==> config.mk <==
export PLATFORM = sky130hd
export DESIGN_NAME = zcb_unit
export DESIGN_NICKNAME = d
export VERILOG_FILES = /design/src/hdl/zcb_decode.v /design/src/hdl/zcb_unit.v
export VERILOG_INCLUDE_DIRS = /design/src /design/src/hdl
export SDC_FILE = /design/constraint.sdc
export NUM_CORES = 1
export LEC_CHECK = 0
export ABC_AREA = 0
export BUFFER_PORTS_ARGS = -buffer_cell sky130_fd_sc_hd__buf_2
export CORE_MARGIN = 2
export CORE_UTILIZATION = 45
export CTS_CLUSTER_SIZE = 14
export DETAILED_ROUTE_END_ITERATION = 6
export HOLD_SLACK_MARGIN = 0.02
export MAX_ROUTING_LAYER = met4
export PLACE_DENSITY = 0.78
export SLEW_MARGIN = 20
export SYNTH_ARGS = -nofsm -noshare
export SYNTH_HDL_FRONTEND = slang
export SYNTH_SLANG_ARGS = --single-unit
==> constraint.sdc <==
create_clock -name I_CLK -period 3 [get_ports I_CLK]
set_input_delay 0.15 -clock I_CLK [delete_from_list [all_inputs] [get_ports I_CLK]]
set_output_delay 0.15 -clock I_CLK [all_outputs]
set_load 0.01 [all_outputs]
==> src/hdl/zcb_defines.vh <==
// constants for the compare-with-zero branch unit: field positions, opcodes, widths
// assumes a 32-bit instruction word and 64-bit general registers
`ifndef ZCB_DEFINES_VH
`define ZCB_DEFINES_VH
`define ZCB_OP_HI        31
`define ZCB_OP_LO        26
`define ZCB_RS_HI        25
`define ZCB_RS_LO        21
`define ZCB_RT_HI        20
`define ZCB_RT_LO        16
`define ZCB_OFF_HI       15
`define ZCB_OFF_LO       0
`define ZCB_OP_POS       6'h07
`define ZCB_OP_POS_L     6'h17
`define ZCB_OP_NONPOS    6'h06
`define ZCB_OP_NONPOS_L  6'h16
`define ZCB_OP_REGISTER_IMMEDIATE_MAJOR_OPCODE    6'h01
`define ZCB_SUB_NEG      5'h00
`define ZCB_SUB_NEG_LNK  5'h10
`define ZCB_SUB_NEG_LNKL 5'h12
`define ZCB_RT_ZERO      5'h00
`define ZCB_LINK_REG     5'h1F
`define ZCB_LINK_OFS     64'h0000000000000008
`define ZCB_SLOT_OFS     64'h0000000000000004
`define ZCB_GPR_W        64
`define ZCB_RST_BIT      1'b0
`define ZCB_RST_REG      5'h00
`define ZCB_RST_WORD     64'h0000000000000000
`endif

==> src/hdl/zcb_decode.v <==
// combinational decoder for the compare-with-zero branch family
// assumes the instruction word and source value are stable within the step
`include "zcb_defines.vh"
module zcb_decode (
    input  wire [31:0] i_instr,     // instruction word
    input  wire [63:0] i_src,       // source register value
    output reg         o_hit,       // one of the family
    output reg         o_cond,      // condition true
    output reg         o_likely,    // likely form
    output reg         o_link,      // link form
    output wire [63:0] o_disp       // sign-extended displacement
);
    wire [5:0]  op  = i_instr[`ZCB_OP_HI:`ZCB_OP_LO];
    wire [4:0]  rt  = i_instr[`ZCB_RT_HI:`ZCB_RT_LO];
    wire [15:0] off = i_instr[`ZCB_OFF_HI:`ZCB_OFF_LO];
    // full width sign and zero test
    wire neg  = i_src[`ZCB_GPR_W-1];
    wire zero = (i_src == 64'h0000000000000000);

    assign o_disp = {{46{off[15]}}, off, 2'h0};

    // opcode decode and condition select
    always @* begin
        o_hit    = 1'b0;
        o_cond   = 1'b0;
        o_likely = 1'b0;
        o_link   = 1'b0;
        case (op)
            `ZCB_OP_POS, `ZCB_OP_POS_L: begin
                o_hit    = (rt == `ZCB_RT_ZERO);
                o_likely = (op == `ZCB_OP_POS_L);
                o_cond   = !neg && !zero;
            end
            `ZCB_OP_NONPOS, `ZCB_OP_NONPOS_L: begin
                o_hit    = (rt == `ZCB_RT_ZERO);
                o_likely = (op == `ZCB_OP_NONPOS_L);
                o_cond   = neg || zero;
            end
            `ZCB_OP_REGISTER_IMMEDIATE_MAJOR_OPCODE: begin
                o_cond = neg;
                case (rt)
                    `ZCB_SUB_NEG: o_hit = 1'b1;
                    `ZCB_SUB_NEG_LNK: begin
                        o_hit  = 1'b1;
                        o_link = 1'b1;
                    end
                    `ZCB_SUB_NEG_LNKL: begin
                        o_hit    = 1'b1;
                        o_link   = 1'b1;
                        o_likely = 1'b1;
                    end
                    default: o_hit = 1'b0;
                endcase
            end
            default: o_hit = 1'b0;
        endcase
    end
endmodule // zcb_decode

==> src/hdl/zcb_unit.v <==
// branch resolve unit: one instruction step per valid fetch beat
// assumes the pipeline presents one instruction per step with its address,
// reads the source register combinationally, and obeys the delay-slot limits
`include "zcb_defines.vh"
module zcb_unit (
    input  wire        I_CLK,          // 100 MHz clock
    input  wire        I_RST_N,        // synchronous reset, active low
    input  wire        I_VALID,        // instruction step present
    input  wire [31:0] I_INSTR,        // instruction word
    input  wire [63:0] I_PC,           // address of this instruction
    input  wire [63:0] I_SRC_DATA,     // value of source register
    output reg  [4:0]  O_SRC_ADDR,     // source register select (registered)
    output reg         O_LINK_WE,      // link write strobe
    output reg  [4:0]  O_LINK_ADDR,    // link destination
    output reg  [63:0] O_LINK_DATA,    // return address
    output reg         O_PC_WE,        // redirect strobe
    output reg  [63:0] O_PC_TARGET,    // redirect target
    output reg         O_NULLIFY,      // squash current slot
    output reg         O_BR_SEEN       // branch step taken in
);
    // decoder sees the live word; rs select output is registered and lags it by one step
    wire        hit;
    wire        cond;
    wire        likely;
    wire        link;
    wire [63:0] disp;

    zcb_decode u_dec (
        .i_instr  (I_INSTR),
        .i_src    (I_SRC_DATA),
        .o_hit    (hit),
        .o_cond   (cond),
        .o_likely (likely),
        .o_link   (link),
        .o_disp   (disp)
    );

    // step timing, seen from the fetch side:
    //   edge a: family branch sampled; condition and target formed
    //   edge a+1: link, squash and step flag stand one cycle
    //   edge b: next step with I_VALID high is the slot
    //   edge b+1: redirect strobe and target stand one cycle
    // bubbles between a and b only stretch the wait
    // redirect is registered: one cycle late, but every output is a flop

    // limitations for the user:
    //   no stall input; a stalled slot is held with I_VALID low
    //   source value must belong to the branch step itself,
    //   so any bypass from an older write settles before this unit
    //   the slot word is decoded here only to tell a branch from a slot; the pipeline squashes it
    //   from O_NULLIFY in the cycle after the branch
    //   no exception is raised for any decoded word

    // slot tracker codes: a taken branch parks in wait until its slot
    localparam [0:0] ST_IDLE = 1'b0;        // no redirect outstanding
    localparam [0:0] ST_WAIT = 1'b1;        // taken branch, slot not yet seen

    // registered state and the next values that feed it
    reg        state;                       // slot tracker
    reg        next_state;                  // slot tracker, next
    reg [63:0] pend_target;                 // target held across the slot
    reg [63:0] next_pend_target;            // held target, next
    reg [4:0]  next_src_addr;               // source select, next
    reg        next_link_we;                // link strobe, next
    reg [4:0]  next_link_addr;              // link destination, next
    reg [63:0] next_link_data;              // return address, next
    reg        next_pc_we;                  // redirect strobe, next
    reg [63:0] next_pc_target;              // redirect target, next
    reg        next_nullify;                // slot squash, next
    reg        next_br_seen;                // branch flag, next

    // step classes; a step without I_VALID is a bubble
    wire        br_step       = I_VALID && hit;     // family branch now
    wire        slot_step     = I_VALID && !hit;    // any other real step
    wire        taken         = br_step && cond;    // condition true now
    // a branch in a slot is undefined by software contract, so it is not
    // guarded: the latest branch simply replaces whatever was pending

    wire [63:0] branch_target = I_PC + `ZCB_SLOT_OFS + disp;
    wire [63:0] link_value    = I_PC + `ZCB_LINK_OFS;

    always @* begin
        next_state = state;
        case (state)
            ST_IDLE: begin
                if (taken) begin
                    next_state = ST_WAIT;
                end
            end
            ST_WAIT: begin
                if (br_step) begin
                    // a second branch overrides; its own outcome decides
                    next_state = cond ? ST_WAIT : ST_IDLE;
                end else if (slot_step) begin
                    // slot has executed, so the redirect goes out now
                    next_state = ST_IDLE;
                end
            end
            default: begin
                next_state = ST_IDLE;
            end
        endcase
    end

    // target captured at every family branch; used only while waiting
    always @* begin
        next_pend_target = pend_target;
        if (br_step) begin
            next_pend_target = branch_target;
        end
    end

    // link regardless of outcome
    // address and data hold between strobes, so a late reader still
    // sees the last return address
    always @* begin
        next_link_we   = 1'b0;
        next_link_addr = O_LINK_ADDR;
        next_link_data = O_LINK_DATA;
        if (br_step && link) begin
            next_link_we   = 1'b1;
            next_link_addr = `ZCB_LINK_REG;
            next_link_data = link_value;
        end
    end

    // redirect once slot executed
    // target holds after the strobe; only the strobe means anything
    always @* begin
        next_pc_we     = 1'b0;
        next_pc_target = O_PC_TARGET;
        if (slot_step && (state == ST_WAIT)) begin
            next_pc_we     = 1'b1;
            next_pc_target = pend_target;
        end
    end

    always @* begin
        next_nullify = br_step && likely && !cond;
    end

    // step flag, one pulse per family branch
    always @* begin
        next_br_seen = br_step;
    end

    // source select; informational, one step late
    always @* begin
        next_src_addr = I_INSTR[`ZCB_RS_HI:`ZCB_RS_LO];
    end

    // slot tracker registers; reset drops any redirect still pending
    always @(posedge I_CLK) begin
        if (!I_RST_N) begin
            state       <= ST_IDLE;
            pend_target <= `ZCB_RST_WORD;
        end else begin
            state       <= next_state;
            pend_target <= next_pend_target;
        end
    end

    // link write port registers
    always @(posedge I_CLK) begin
        if (!I_RST_N) begin
            O_LINK_WE   <= `ZCB_RST_BIT;
            O_LINK_ADDR <= `ZCB_RST_REG;
            O_LINK_DATA <= `ZCB_RST_WORD;
        end else begin
            O_LINK_WE   <= next_link_we;
            O_LINK_ADDR <= next_link_addr;
            O_LINK_DATA <= next_link_data;
        end
    end

    // redirect port registers
    always @(posedge I_CLK) begin
        if (!I_RST_N) begin
            O_PC_WE     <= `ZCB_RST_BIT;
            O_PC_TARGET <= `ZCB_RST_WORD;
        end else begin
            O_PC_WE     <= next_pc_we;
            O_PC_TARGET <= next_pc_target;
        end
    end

    // squash and step flag registers
    always @(posedge I_CLK) begin
        if (!I_RST_N) begin
            O_NULLIFY <= `ZCB_RST_BIT;
            O_BR_SEEN <= `ZCB_RST_BIT;
        end else begin
            O_NULLIFY <= next_nullify;
            O_BR_SEEN <= next_br_seen;
        end
    end

    // source select register
    always @(posedge I_CLK) begin
        if (!I_RST_N) begin
            O_SRC_ADDR <= `ZCB_RST_REG;
        end else begin
            O_SRC_ADDR <= next_src_addr;
        end
    end
endmodule // zcb_unit

==> key figures <==
Run status
  • Status: completed

Pwr
  • Maximum vdd drop: 369 uV
  • Leakage: 7.19 nW
  • Power Dens Cells: 445 nW/um^2
  • Total Power: 7.41 mW

Route
  • Via count: 13400
  • DR pass1 iterations: 5
  • Iter 0 DRT Violations: 1089
  • DRT Wirelength: 41900 um
  • DRC violations left: 0
  • Post-route ant nets: 0
  • Vias per inst: 5.53
  • Routed wire per std cell: 17.3 um

STA
  • Slew @ Worst Pin: 816 ps
  • Final period util: 97.3%
  • Final worst slack: 80.1 ps
  • Setup Skew: 16.0 ps
  • Final hold violation count: 0
  • Min Tclk post-route: 2920 ps
  • Setup TNS: 0 ps
  • Slew HR: 45.6%
  • Final setup violation count: 0
  • Slew Limit Fails: 0
  • Hold slack: 36.1 ps
  • Max Fclk: 342 MHz

Flow run
  • Max_cap viols: 0

Clocking
  • Clk sinks: 203
  • Clock root buffer: clkbuf_16
  • Clock Path Buffers: 3
  • CTS tree: yes
  • Clk_lat worst skew: 520 ps
  • Worst-path clk slew: 60 ps
  • H-tree Lvls: 1
  • CTS Buf Count: 22

Place
  • Place WS: -197 ps
  • Number of I/O port buffers: 304
  • Dpl hpwl: 31700 um
  • Dpl cells: 2340
  • GP Congestion: 0.977
  • Post-DP Area: 15300 um^2

Critical path
  • WS Path Type: input port to flip-flop
  • Crit path launch type: input port
  • CP max FO: 9
  • Worst Path Arrival: 3360 ps
  • CP Capture Type: flip-flop
  • CP required: 3440 ps

Synthesis
  • Main area contributors after synthesis: dfxtp_1, ha_1, nand2_1
  • Top cell type's share of synthesized area: 32.5%
  • Syn Area/Cell: 7.83 um^2
  • Main synth FF type: dfxtp_1
  • Post-synth ARST share: 0%
  • Top-count cell post-synth: nand2_1
  • Post-synth top cells: nand2_1, dfxtp_1, a21oi_1, ha_1, nor2_1
  • Sequential area share after synthesis: 32.5%
  • Mapped cell area: 12500 um^2
  • Synth unique cells: 70
  • Syn_nets: 1884
  • Leading area contributor after synthesis: dfxtp_1
  • Post-synth EDFFs: 0
  • Cells after synthesis: 1598
  • Seq cells post-synth: 203
  • Synth Warn #: 0

GRT
  • GRT Total Usage: 28.2%
  • Grt peak-use layer: met2
  • Aggregate global routing overflow: 0
  • Met1 GRT Util: 37.2%
  • Pin count of the biggest net entering global routing: 80
  • Vias in the first global route: 12400
  • First-pass GRT wire length: 64400 um
  • Met3 Resource Use GR: 4.14%
  • Met2 Usage GRT: 44.2%
  • Antenna violations before repair: 2

Worst hold path
  • Min-delay worst type: input port to flip-flop

Floorplan
  • I/O pin cnt: 305
  • FP Rows: 61
  • Die width: 171 um
  • Die Y: 171 um
  • Core Area: 27600 um^2
  • Die Area: 29100 um^2
  • Initial Util: 45.4%

Layout
  • Design Area, Final: 16600 um^2
  • Fin nets: 2313
  • Fill cells: 2478
  • Multi-input gate area: 8170 um^2
  • Share of cells above drive strength 1: 26.5%
  • Post-layout util: 60.4%
  • Register area: 4060 um^2
  • Layout area overhead: 33.1%
  • Final Non-Filler Cells: 2423
==> cell families after synthesis <==
kind of cell,count (synthesis),synth area share [%]
mux,4,0.320
simple gates,627,23.2
xor+xnor,92,6.44
compound gates,435,21.5
buf+inv,114,3.71
flops,203,32.5
fa+ha+maj,123,12.4
==> routing by layer <==
layer	part of all wire, %	vias up
met5	0	-
met4	2.6	0
met3	7.1	73
met2	45	536
met1	46	6191
li1	-	6608
==> cell type report <==
class,count,area share [%]
multi-input cells,1281,49.1
well taps,378,2.84
diodes,2,0.0301
clock inverters,7,0.639
flip-flops and latches,203,24.4
inverters,27,0.624
repair buffers,492,18.6
clock buffers,33,3.79
==> state kept, by name, indices dropped and copies added, names as in the netlist <==
| register | cells |
|---|---|
| O_PC_WE | 1 |
| O_LINK_WE | 1 |
| O_BR_SEEN | 1 |
| O_NULLIFY | 1 |
| O_SRC_ADDR | 5 |
| O_LINK_DATA | 64 |
| O_PC_TARGET | 64 |
| O_LINK_ADDR | 1 |
| state | 1 |
| pend_target | 64 |
==> what timing repair did <==
item                                    4_1_cts  5_1_grt
hold buffers                                 39        1
endpoints found under the hold margin        38        1
endpoints found under the setup margin        0       26
gates resized for setup                       0       40
setup buffers                                 0        1
==> power by group <==
part	switching (mW)	internal (mW)	leakage [nW]	total [mW]
Sequential	0.00210	2.70	1.64	2.70
Combinational	1.05	0.863	5.20	1.91
Clock	1.15	1.64	0.356	2.79
Total	2.21	5.20	7.19	7.41
==> cells in the final DEF (no fill, tap or decap), drive strengths merged, types with 6 or more instances in the layout <==
cell type | synthesis | routed
a211oi | 55 | 55
a21o | 24 | 24
a21oi | 182 | 182
a311oi | 14 | 14
a31oi | 6 | 6
and2 | 15 | 15
and3 | 19 | 19
buf | 23 | 452
clkbuf | 64 | 33
dfxtp | 203 | 203
dlygate4sd3 | 0 | 40
ha | 122 | 122
inv | 27 | 28
nand2 | 285 | 285
nand2b | 7 | 7
nand3 | 58 | 58
nand4 | 34 | 34
nor2 | 111 | 111
nor3 | 32 | 32
nor4 | 24 | 24
o211ai | 11 | 11
o21a | 11 | 11
o21ai | 89 | 89
or3 | 22 | 22
xnor2 | 34 | 34
xor2 | 58 | 58
==> worst paths after layout <==
path	start	endpoint	slack [ps]	depth (start not counted)
worst max register to register	state$_SDFF_PN0_	O_PC_TARGET[34]$_SDFFE_PN0P_	1180	5
worst max-delay path	I_INSTR[30]	O_NULLIFY$_SDFF_PN0_	80	11
worst min register to register	pend_target[19]$_SDFFE_PN0P_	O_PC_TARGET[19]$_SDFFE_PN0P_	450	2
worst min-delay path	I_VALID	state$_SDFF_PN0_	40	4
==> critical path: stages <==
cell and delay [ps]:
dlygate4sd3_1 540, buf_2 130, or4b_1 490, nor3_2 230
o221a_2 320, and2_2 280, nand2_2 180, inv_2 190
nand3_1 100, dlygate4sd3_1 590, a21oi_1 150
(Power assumes the default switching activity.)
